File: src/logic/usbep_pkg.sv
// Purpose: Shared constants and carrier types for the control endpoint and irq block
// Assumes: 8-bit register port, one core clock
// Notes: Offsets are byte addresses on the plain register port

package usbep_pkg;
    // ----------------------------------------
    // Register offsets
    // ----------------------------------------
    localparam logic [7:0] ADDR_CTRL = 8'h00;
    localparam logic [7:0] ADDR_CFLAG = 8'h01;
    localparam logic [7:0] ADDR_IFLAG = 8'h02;
    localparam logic [7:0] ADDR_OFLAG = 8'h04;
    localparam logic [7:0] ADDR_CMASK = 8'h06;
    localparam logic [7:0] ADDR_IMASK = 8'h07;
    localparam logic [7:0] ADDR_OMASK = 8'h09;
    localparam logic [7:0] ADDR_CPUFLAG = 8'h0b;
    localparam logic [7:0] ADDR_DEVADDR = 8'h0e;
    localparam logic [7:0] ADDR_INDEX = 8'h0f;
    localparam logic [7:0] ADDR_EP0CS = 8'h11;
    localparam logic [7:0] ADDR_EP0CNT = 8'h16;
    // ----------------------------------------
    // Field positions
    // ----------------------------------------
    localparam int CTRL_EN = 0;
    localparam int CTRL_BUSIE = 1;
    localparam int CTRL_PORT_ZERO_CPU_ENABLE = 2;
    localparam int CTRL_HNIBIE = 3;
    localparam int CTRL_EDGE = 4;
    localparam int CF_SUSPEND = 0;
    localparam int CF_RESUME = 1;
    localparam int CF_BUSRESET = 2;
    localparam int CF_SOF = 3;
    localparam int CPU_BUSFLAG = 0;
    localparam int CPU_P0FLAG = 1;
    localparam int CPU_RESUME = 2;
    localparam int CS_OUTRDY = 0;
    localparam int CS_INRDY = 1;
    localparam int CS_SENTSTALL = 2;
    localparam int CS_DATAEND = 3;
    localparam int CS_SETUPEND = 4;
    localparam int CS_SENDSTALL = 5;
    localparam int CS_CLROUT = 6;
    localparam int CS_CLRSETUP = 7;
    // ----------------------------------------
    // Reset values and limits
    // ----------------------------------------
    localparam logic [7:0] CTRL_RST = 8'h00;
    localparam logic [3:0] CMASK_RST = 4'h6;
    localparam logic [5:0] IMASK_RST = 6'h3f;
    localparam logic [5:0] OMASK_RST = 6'h3e;
    localparam logic [6:0] EP0_MAXPKT = 7'h20;
    localparam logic [6:0] SETUP_LEN = 7'h08;
    localparam logic [3:0] INDEX_EP0 = 4'h0;
    // ----------------------------------------
    // Types
    // ----------------------------------------
    typedef enum logic [1:0] {EP0_IDLE, EP0_TX, EP0_RX} usbep_ep0_e;
    typedef struct packed {
        logic [7:0] addr;
        logic [7:0] wdata;
        logic wr;
        logic rd;
    } usbep_bus_s;
    typedef struct packed {
        logic tokValid;
        logic [3:0] tokEp;
        logic inTok;
        logic outTok;
        logic setupRcvd;
        logic setupHasData;
        logic setupDirIn;
        logic outRcvd;
        logic [6:0] outCount;
        logic inSent;
        logic statusDone;
        logic sof;
        logic suspend;
        logic resume;
        logic busReset;
        logic [4:0] inEpDone;
        logic [4:0] outEpDone;
    } usbep_sie_s;
    typedef struct packed {
        logic stall;
        logic nak;
        logic sendData;
        logic ack;
    } usbep_hs_s;
endpackage : usbep_pkg

File: src/logic/usbep_ctrl.sv
// Purpose: Enable, interrupt flags and masks, resume path and endpoint 0 control
// Assumes: Serial engine events arrive as one-cycle pulses on core_clk
// Notes: Registers reached over a plain strobe port, read data one cycle later
//
// Our own choices: the address map and the strobed register port.

`timescale 1ns/1ps
`default_nettype none

module usbep_ctrl (
    // Clock and reset
    input wire logic core_clk,
    input wire logic rst_n,
    // Register port
    input wire usbep_pkg::usbep_bus_s bus,
    output logic [7:0] regRdata,
    // Serial engine side
    input wire usbep_pkg::usbep_sie_s sie,
    output usbep_pkg::usbep_hs_s hs,
    output logic epAccept,
    output logic ep0DirIn,
    output logic devAddressed,
    output logic ctrlEnabled,
    // CPU interrupt side
    input wire logic port2Req,
    output logic vectorSixReq,
    output logic port0Req
);
    import usbep_pkg::*;

    // ----------------------------------------
    // Storage
    // ----------------------------------------
    logic [7:0] ctrl_q, regRdata_q;
    logic [3:0] cflag_q, cmask_q, index_q;
    logic [5:0] iflag_q, oflag_q, imask_q, omask_q;
    logic [2:0] cpuflag_q;
    logic [6:0] devAddr_q, rxCount_q;
    usbep_ep0_e state_q;
    usbep_hs_s hs_q;
    logic outRdy_q, inRdy_q, sentStall_q, dataEnd_q, setupEnd_q, sendStall_q;
    logic hasData_q, dirIn_q, txState_q, addrSet_q, epAccept_q, vecSix_q, port0Req_q;

    // ----------------------------------------
    // Decode
    // ----------------------------------------
    logic live, wrCtrl, csSel, wrCs, ep0Tok, inTok0, outTok0, txStatus, rxStatus;
    logic errStall, premature, stallSent, ep0Evt, oversize, setupOk;
    logic [3:0] cEvt;
    logic [5:0] iEvt, oEvt;

    assign live = rst_n && ctrl_q[CTRL_EN];
    assign wrCtrl = bus.wr && (bus.addr == ADDR_CTRL);
    assign csSel = (index_q == INDEX_EP0);
    assign wrCs = bus.wr && (bus.addr == ADDR_EP0CS) && csSel;
    assign ep0Tok = sie.tokValid && (sie.tokEp == INDEX_EP0);
    assign inTok0 = ep0Tok && sie.inTok;
    assign outTok0 = ep0Tok && sie.outTok;
    // Status stages: opposite direction token after the last data packet
    assign txStatus = (state_q == EP0_TX) && dataEnd_q && !inRdy_q;
    assign rxStatus = (state_q == EP0_RX) && dataEnd_q && !outRdy_q;
    assign oversize = sie.outRcvd && (sie.outCount > EP0_MAXPKT);
    assign setupOk = sie.setupRcvd && (sie.outCount == SETUP_LEN);
    assign errStall = (outTok0 && rxStatus)
        || (inTok0 && txStatus)
        || ((inTok0 || outTok0) && sendStall_q)
        || (oversize && (state_q == EP0_RX));
    assign premature = ((state_q == EP0_TX) && !dataEnd_q && outTok0)
        || ((state_q == EP0_RX) && !dataEnd_q && inTok0)
        || (setupOk && (state_q != EP0_IDLE));
    assign stallSent = live && errStall;
    assign ep0Evt = live && ((setupOk || (sie.outRcvd && !oversize && state_q == EP0_RX))
        || sie.inSent || sie.statusDone || errStall || premature);
    assign cEvt = live ? {sie.sof, sie.busReset, sie.resume, sie.suspend} : 4'h0;
    assign iEvt = live ? {sie.inEpDone, ep0Evt} : 6'h00;
    assign oEvt = live ? {sie.outEpDone, 1'b0} : 6'h00;

    // ----------------------------------------
    // Control register, reset only by rst_n
    // ----------------------------------------
    always_ff @(posedge core_clk) begin
        if (!rst_n) begin
            ctrl_q <= CTRL_RST;
        end else if (wrCtrl) begin
            ctrl_q <= {3'h0, bus.wdata[4:0]};
        end
    end

    // ----------------------------------------
    // Masks and address
    // ----------------------------------------
    always_ff @(posedge core_clk) begin
        if (!live) begin
            cmask_q <= CMASK_RST;
            imask_q <= IMASK_RST;
            omask_q <= OMASK_RST;
            devAddr_q <= 7'h00;
            addrSet_q <= 1'b0;
            index_q <= 4'h0;
        end else if (bus.wr) begin
            case (bus.addr)
                ADDR_CMASK: cmask_q <= bus.wdata[3:0];
                ADDR_IMASK: imask_q <= bus.wdata[5:0];
                ADDR_OMASK: omask_q <= {bus.wdata[5:1], 1'b0};
                ADDR_DEVADDR: begin
                    devAddr_q <= bus.wdata[6:0];
                    addrSet_q <= |bus.wdata[6:0];
                end
                ADDR_INDEX: index_q <= bus.wdata[3:0];
                default: ;
            endcase
        end
    end

    // ----------------------------------------
    // Sticky flags, clear on read, set wins
    // ----------------------------------------
    always_ff @(posedge core_clk) begin
        if (!live) begin
            cflag_q <= 4'h0;
            iflag_q <= 6'h00;
            oflag_q <= 6'h00;
        end else begin
            // Read clears whole register; same-cycle events survive
            cflag_q <= ((bus.rd && bus.addr == ADDR_CFLAG) ? 4'h0 : cflag_q) | cEvt;
            iflag_q <= ((bus.rd && bus.addr == ADDR_IFLAG) ? 6'h00 : iflag_q) | iEvt;
            oflag_q <= ((bus.rd && bus.addr == ADDR_OFLAG) ? 6'h00 : oflag_q) | oEvt;
        end
    end

    // ----------------------------------------
    // CPU level flags, write one to clear
    // ----------------------------------------
    logic busHit;
    logic resumeHit;
    assign busHit = |(cEvt & cmask_q) || |(iEvt & imask_q) || |(oEvt & omask_q);
    // Edge select zero means rising edge, the only one resume can wake on
    assign resumeHit = cEvt[CF_RESUME] && ctrl_q[CTRL_HNIBIE] && !ctrl_q[CTRL_EDGE];

    always_ff @(posedge core_clk) begin
        if (!live) begin
            cpuflag_q <= 3'h0;
        end else begin
            cpuflag_q[CPU_BUSFLAG] <= busHit || (cpuflag_q[CPU_BUSFLAG]
                && !(bus.wr && bus.addr == ADDR_CPUFLAG && bus.wdata[CPU_BUSFLAG]));
            cpuflag_q[CPU_P0FLAG] <= resumeHit || (cpuflag_q[CPU_P0FLAG]
                && !(bus.wr && bus.addr == ADDR_CPUFLAG && bus.wdata[CPU_P0FLAG]));
            cpuflag_q[CPU_RESUME] <= cEvt[CF_RESUME] || (cpuflag_q[CPU_RESUME]
                && !(bus.wr && bus.addr == ADDR_CPUFLAG && bus.wdata[CPU_RESUME]));
        end
    end

    // ----------------------------------------
    // Endpoint 0 state
    // ----------------------------------------
    always_ff @(posedge core_clk) begin
        if (!live) begin
            state_q <= EP0_IDLE;
            txState_q <= 1'b0;
            hasData_q <= 1'b0;
            dirIn_q <= 1'b0;
        end else if (errStall || premature || sie.statusDone) begin
            state_q <= EP0_IDLE;
            txState_q <= 1'b0;
            if (setupOk) begin
                hasData_q <= sie.setupHasData;
                dirIn_q <= sie.setupDirIn;
            end
        end else if (setupOk) begin
            hasData_q <= sie.setupHasData;
            dirIn_q <= sie.setupDirIn;
        end else if (wrCs && bus.wdata[CS_CLROUT] && state_q == EP0_IDLE) begin
            case (state_q)
                EP0_IDLE: begin
                    if (hasData_q && !bus.wdata[CS_DATAEND] && !dataEnd_q) begin
                        // One direction per transfer, shared buffer
                        state_q <= dirIn_q ? EP0_TX : EP0_RX;
                        txState_q <= dirIn_q;
                    end
                end
                default: state_q <= state_q;
            endcase
        end
    end

    // ----------------------------------------
    // Endpoint 0 status bits
    // ----------------------------------------
    always_ff @(posedge core_clk) begin
        if (!live) begin
            outRdy_q <= 1'b0;
            inRdy_q <= 1'b0;
            sentStall_q <= 1'b0;
            dataEnd_q <= 1'b0;
            setupEnd_q <= 1'b0;
            sendStall_q <= 1'b0;
            rxCount_q <= 7'h00;
        end else begin
            if (setupOk || (sie.outRcvd && !oversize && state_q == EP0_RX)) begin
                outRdy_q <= 1'b1;
                rxCount_q <= sie.outCount;
            end else if (wrCs && bus.wdata[CS_CLROUT]) begin
                outRdy_q <= 1'b0;
            end
            if (sie.inSent || premature || errStall) begin
                inRdy_q <= 1'b0;
            end else if (wrCs && bus.wdata[CS_INRDY]) begin
                inRdy_q <= 1'b1;
            end
            if (stallSent) begin
                sentStall_q <= 1'b1;
            end else if (wrCs && bus.wdata[CS_SENTSTALL]) begin
                sentStall_q <= 1'b0;
            end
            if (sie.statusDone || errStall || premature) begin
                dataEnd_q <= 1'b0;
            end else if (wrCs && bus.wdata[CS_DATAEND]) begin
                dataEnd_q <= 1'b1;
            end
            if (premature) begin
                setupEnd_q <= 1'b1;
            end else if (wrCs && bus.wdata[CS_CLRSETUP]) begin
                setupEnd_q <= 1'b0;
            end
            if (stallSent) begin
                sendStall_q <= 1'b0;
            end else if (wrCs) begin
                sendStall_q <= bus.wdata[CS_SENDSTALL];
            end
        end
    end

    // ----------------------------------------
    // Handshake answer and endpoint gating
    // ----------------------------------------
    always_ff @(posedge core_clk) begin
        if (!live) begin
            hs_q <= '0;
            epAccept_q <= 1'b0;
        end else begin
            hs_q.stall <= errStall;
            hs_q.nak <= !errStall && ((inTok0 && !inRdy_q && !rxStatus)
                || (outTok0 && (outRdy_q || state_q == EP0_IDLE)) || premature);
            hs_q.sendData <= !errStall && !premature && inTok0 && (inRdy_q || rxStatus);
            hs_q.ack <= (sie.outRcvd && !oversize) || setupOk;
            // Only endpoint 0 answers before an address is set
            epAccept_q <= sie.tokValid && ((sie.tokEp == INDEX_EP0) || (devAddr_q != 7'h00));
        end
    end

    // ----------------------------------------
    // CPU requests
    // ----------------------------------------
    always_ff @(posedge core_clk) begin
        if (!rst_n) begin
            vecSix_q <= 1'b0;
            port0Req_q <= 1'b0;
        end else begin
            // Vector six is shared; handler must also check port two
            vecSix_q <= (cpuflag_q[CPU_BUSFLAG] && ctrl_q[CTRL_BUSIE]) || port2Req;
            port0Req_q <= cpuflag_q[CPU_P0FLAG] && ctrl_q[CTRL_PORT_ZERO_CPU_ENABLE];
        end
    end

    // ----------------------------------------
    // Read data, one cycle after the strobe
    // ----------------------------------------
    always_ff @(posedge core_clk) begin
        if (!rst_n) begin
            regRdata_q <= 8'h00;
        end else if (bus.rd) begin
            case (bus.addr)
                ADDR_CTRL: regRdata_q <= ctrl_q;
                ADDR_CFLAG: regRdata_q <= {4'h0, cflag_q};
                ADDR_IFLAG: regRdata_q <= {2'h0, iflag_q};
                ADDR_OFLAG: regRdata_q <= {2'h0, oflag_q};
                ADDR_CMASK: regRdata_q <= {4'h0, cmask_q};
                ADDR_IMASK: regRdata_q <= {2'h0, imask_q};
                ADDR_OMASK: regRdata_q <= {2'h0, omask_q};
                ADDR_CPUFLAG: regRdata_q <= {5'h00, cpuflag_q};
                ADDR_DEVADDR: regRdata_q <= {1'b0, devAddr_q};
                ADDR_INDEX: regRdata_q <= {4'h0, index_q};
                ADDR_EP0CS: regRdata_q <= csSel ? {2'h0, sendStall_q, setupEnd_q, dataEnd_q,
                    sentStall_q, inRdy_q, outRdy_q} : 8'h00;
                ADDR_EP0CNT: regRdata_q <= {1'b0, rxCount_q};
                default: regRdata_q <= 8'h00;
            endcase
        end else begin
            regRdata_q <= 8'h00;
        end
    end

    assign regRdata = regRdata_q;
    assign hs = hs_q;
    assign epAccept = epAccept_q;
    assign ep0DirIn = txState_q;
    assign devAddressed = addrSet_q;
    assign ctrlEnabled = ctrl_q[CTRL_EN];
    assign vectorSixReq = vecSix_q;
    assign port0Req = port0Req_q;

    // ----------------------------------------
    // Checks
    // ----------------------------------------
    a_disable_clears: assert property (@(posedge core_clk) disable iff (!rst_n)
        !ctrl_q[CTRL_EN] |=> (iflag_q == 6'h00) && (state_q == EP0_IDLE))
        else $error("disable left flags or state");
    a_mask_reset: assert property (@(posedge core_clk) disable iff (!rst_n)
        $rose(live) |-> (cmask_q == 4'h6) && (imask_q == 6'h3f))
        else $error("mask reset value wrong");
    a_read_clears: assert property (@(posedge core_clk) disable iff (!live)
        (bus.rd && bus.addr == ADDR_IFLAG && !ep0Evt && sie.inEpDone == 5'h00)
        |=> iflag_q == 6'h00)
        else $error("flag read did not clear");
    a_event_kept: assert property (@(posedge core_clk) disable iff (!live)
        (bus.rd && bus.addr == ADDR_IFLAG && ep0Evt) |=> iflag_q[0])
        else $error("event lost on clearing read");
    a_addr_gate: assert property (@(posedge core_clk) disable iff (!live)
        (sie.tokValid && sie.tokEp != 4'h0 && devAddr_q == 7'h00) |=> !epAccept_q)
        else $error("endpoint served without address");
    a_stall_flag: assert property (@(posedge core_clk) disable iff (!live)
        errStall |=> hs_q.stall && sentStall_q && iflag_q[0])
        else $error("protocol error without stall");
    a_out_after_end: assert property (@(posedge core_clk) disable iff (!live)
        (outTok0 && rxStatus) |-> ##1 hs_q.stall ##1 !hs_q.stall)
        else $error("late OUT token not stalled");
    a_in_after_end: assert property (@(posedge core_clk) disable iff (!live)
        (inTok0 && txStatus) |=> hs_q.stall && !hs_q.sendData)
        else $error("late IN token not stalled");
    a_in_clear: assert property (@(posedge core_clk) disable iff (!live)
        sie.inSent |=> !inRdy_q && iflag_q[0])
        else $error("IN ready not cleared after send");
    a_premature_end: assert property (@(posedge core_clk) disable iff (!live)
        (premature && !errStall) |=> setupEnd_q && (state_q == EP0_IDLE))
        else $error("premature end not handled");
    a_cpu_flag: assert property (@(posedge core_clk) disable iff (!live)
        (ep0Evt && !imask_q[0] && !busHit && !cpuflag_q[CPU_BUSFLAG])
        |=> !cpuflag_q[CPU_BUSFLAG] && iflag_q[0])
        else $error("masked event set CPU flag");
    a_oversize_stall: assert property (@(posedge core_clk) disable iff (!live)
        (oversize && state_q == EP0_RX) |=> hs_q.stall && !$rose(outRdy_q))
        else $error("oversize packet accepted");
endmodule : usbep_ctrl

`default_nettype wire

File: config.mk
export PLATFORM = sky130hd
export DESIGN_NAME = usbep_ctrl
export DESIGN_NICKNAME = d
export VERILOG_FILES = /design/src/logic/usbep_pkg.sv /design/src/logic/usbep_ctrl.sv
export SDC_FILE = /design/constraint.sdc
export NUM_CORES = 1
export LEC_CHECK = 0
export ABC_CLOCK_PERIOD_IN_PS = 2500
export BUFFER_PORTS_ARGS = -buffer_cell sky130_fd_sc_hd__buf_2
export CAP_MARGIN = 0
export CORE_MARGIN = 3
export CORE_UTILIZATION = 55
export DETAILED_ROUTE_END_ITERATION = 8
export PLACE_DENSITY = 0.79
export SYNTH_ARGS = -nofsm -noshare
export SYNTH_HDL_FRONTEND = slang
export SYNTH_SLANG_ARGS = --single-unit
File: constraint.sdc
create_clock -name core_clk -period 2.5 [get_ports core_clk]
set_input_delay 0.25 -clock core_clk [delete_from_list [all_inputs] [get_ports core_clk]]
set_output_delay 0.25 -clock core_clk [all_outputs]
set_load 0.01 [all_outputs]
==> out/results.tsv <==
metric	value	unit
top_usage_layer	met2	
core	6490	sq um
fillers	551	
syn_to_final_growth	16.2	%
yosysMostFrequentCell	dfxtp_1	
cts_max_level	3	
cp.arrival	2.38	ns
drt_iter0_drc	497	
period_share	83.7	%
power.density	562	nW/um^2
max-clock-path-buffers	2	
worst-setup-path-type	reg -> reg	
hold_buffers	0	
synth_nets	489	
grt_antenna_before_repair	0	
clockRootBuffer	clkbuf_8	
layout_setup_ws	0.407	ns
endpoint_kind	flop	
cp_cell_sequence	nor4_1 -> and4_1 -> and3_1 -> a41oi_1 -> nor3_1	
cts_buffers	9	
yosys_warnings	0	
cts_tree	done	
grt-ovfl-total	0	
clk_latency	0.36	ns
critPathBufInv	0	
grt_pass1_vias	3502	
min_path_type	in -> reg	
met3_usage	7.28	%
syn_area	3790	sq um
drive_gt1_share	22.1	%
initial_core_util	58.3	%
use_met2	45.7	%
portBuffers	71	
wire_per_inst	19.5	microns
post_cts_buffers	0	
cp_top_family	simple AND/OR/NAND/NOR gates	
die_h	89.0	microns
grt_pass1_wl	17700	microns
rsz0062_at_grt	false	
syn_inst	434	
maxCapViolations	0	
skew	0.00986	ns
via_per_inst	6.54	
yosysTopAreaCell	dfxtp_1	
antenna_cells	0	
num_vias	3789	
tightestPinTransition	0.702	ns
grt_max_degree	43	
fin_nets	552	
fin_crit	2.09	ns
drc_errors	0	
holdWs	0.0780	ns
synth.top_cell.area_share	42.8	%
cts.sinks	81	
post-place-ws	0.303	ns
synth_edf_count	0	
path_max_fanout	11	
slew_viol_final	0	
yosysSeqAreaShare	42.8	%
p_leak	0.00175	uW
fp.dieW	89.0	microns
hpwl	8300	microns
num_rows	29	
gr-usage-all-layers	29.5	%
clk_pin_slew_worst_paths	0.09	ns
max_freq	0.478	GHz
fin_setup_tns	0	ns
ctsResizeCount	0	
drt.antenna.violating_nets	0	
status	completed	
hold_violations	0	
crit_path_top_delay_cell	nor4_1	
firstDrtPassIters	8	
timing.slew.headroom	53.2	%
synth_top_flop_cell	dfxtp_1	
pin_count	73	
cp_data_required_time	2.79	ns
dieArea	7920	sq um
synthDistinctLibCells	58	
routed_wl	11300	microns
gp_congestion	0.974	
synthTopCellsByCount	dfxtp_1, nand2_1, a21oi_1	
critPathLaunchType	flop	
synthTopCellsByArea	dfxtp_1, mux2i_1, a21oi_1, nand2_1, nor2_1	
syn_avg_cell_area	8.73	sq um
met1_usage	39.8	%
ys_ff_latch	81	
peakVddDrop	0.485	mV
setup_viol	0	
async_flop_share	0	%
max_stage_delay	0.55	ns
==> cell usage in the layout (no fill, tap or decap), types with 8 or more instances in the layout <==
cell type  synthesis  layout
a21oi_1           40      40
a22oi_1           15      15
buf_2              3      71
buf_4              1       9
clkbuf_8           0      11
dfxtp_1           81      81
mux2i_1           31      31
nand2_1           44      44
nand3_1           19      19
nand4_1            8       8
nor2_1            38      38
nor2b_1           10      10
nor3_1             9       9
o21ai_0           15      15
==> worst register-to-register path: cells and delay by family, from the launching register on <==
| kind | cells | cell delay, ns |
|---|---|---|
| DFF | 1 | 0.34 |
| and+or+nand+nor | 4 | 1.55 |
| AOI/OAI and AO/OA | 1 | 0.14 |
==> flip-flops by register name, indices dropped and copies added (netlist names), 2 cells and up <==
name and flops:
regRdata 7, imask_q 6, cflag_q 4, oflag_q 5, hs 4, cmask_q 4
iflag_q 6, ctrl_q 5, cpuflag_q 3, index_q 4, omask_q 5, state_q 2
devAddr_q 7, rxCount_q 7
==> stage by stage <==
step | total power, uW | instances | area (sq um) | utilization [%]
2_1_floorplan | 1410 | 434 | 3790 | -
3_3_place_gp | 1490 | 563 | 4190 | 64.5
3_5_place_dp | 1490 | 563 | 4190 | 64.5
4_1_cts | 2490 | 579 | 4400 | 67.8
5_1_grt | 2550 | 579 | 4400 | 67.8
6_report | 2470 | 579 | 4400 | 67.8
==> per-layer routing <==
layer / vias up / wire length [microns]
met5: - / 0
met4: 0 / 323
met3: 38 / 1240
met2: 236 / 5110
met1: 1782 / 4640
li1: 1733 / -
==> final timing paths <==
check | startpoint | endpoint | slack, ns | cells past startpoint
worst min-delay path | sie[15] | inRdy_q$_SDFFE_PP0P_ | 0.08 | 2
worst min register to register | devAddressed$_SDFFE_PN0P_ | devAddressed$_SDFFE_PN0P_ | 0.45 | 2
worst max register to register | index_q[0]$_SDFFE_PN0P_ | state_q[0]$_SDFFE_PP0P_ | 0.41 | 5
worst max-delay path | index_q[0]$_SDFFE_PN0P_ | state_q[0]$_SDFFE_PP0P_ | 0.41 | 5
==> kinds of logic after synthesis <==
| family | Yosys count | share of synthesized area [%] |
|---|---|---|
| compound gates | 116 | 20.9 |
| other cells | 1 | 0.0990 |
| mux | 35 | 9.38 |
| flops | 81 | 42.8 |
| buf+inv | 32 | 3.57 |
| simple gates | 169 | 23.2 |
==> power by group <==
group	switching, uW	internal, uW
Combinational	111	68.6
Clock	484	521
Sequential	0.355	1290
==> final cells by class <==
| cell class | instances | area, sq um | area share [%] |
|---|---|---|---|
| multi-input cells | 321 | 2030 | 46.1 |
| repair buffers | 80 | 423 | 9.61 |
| clock inverters | 5 | 62.6 | 1.42 |
| flip-flops and latches | 81 | 1620 | 36.8 |
| inverters | 4 | 15.0 | 0.341 |
| well taps | 77 | 96.3 | 2.19 |
| clock buffers | 11 | 151 | 3.44 |
(Power assumes the default switching activity.)
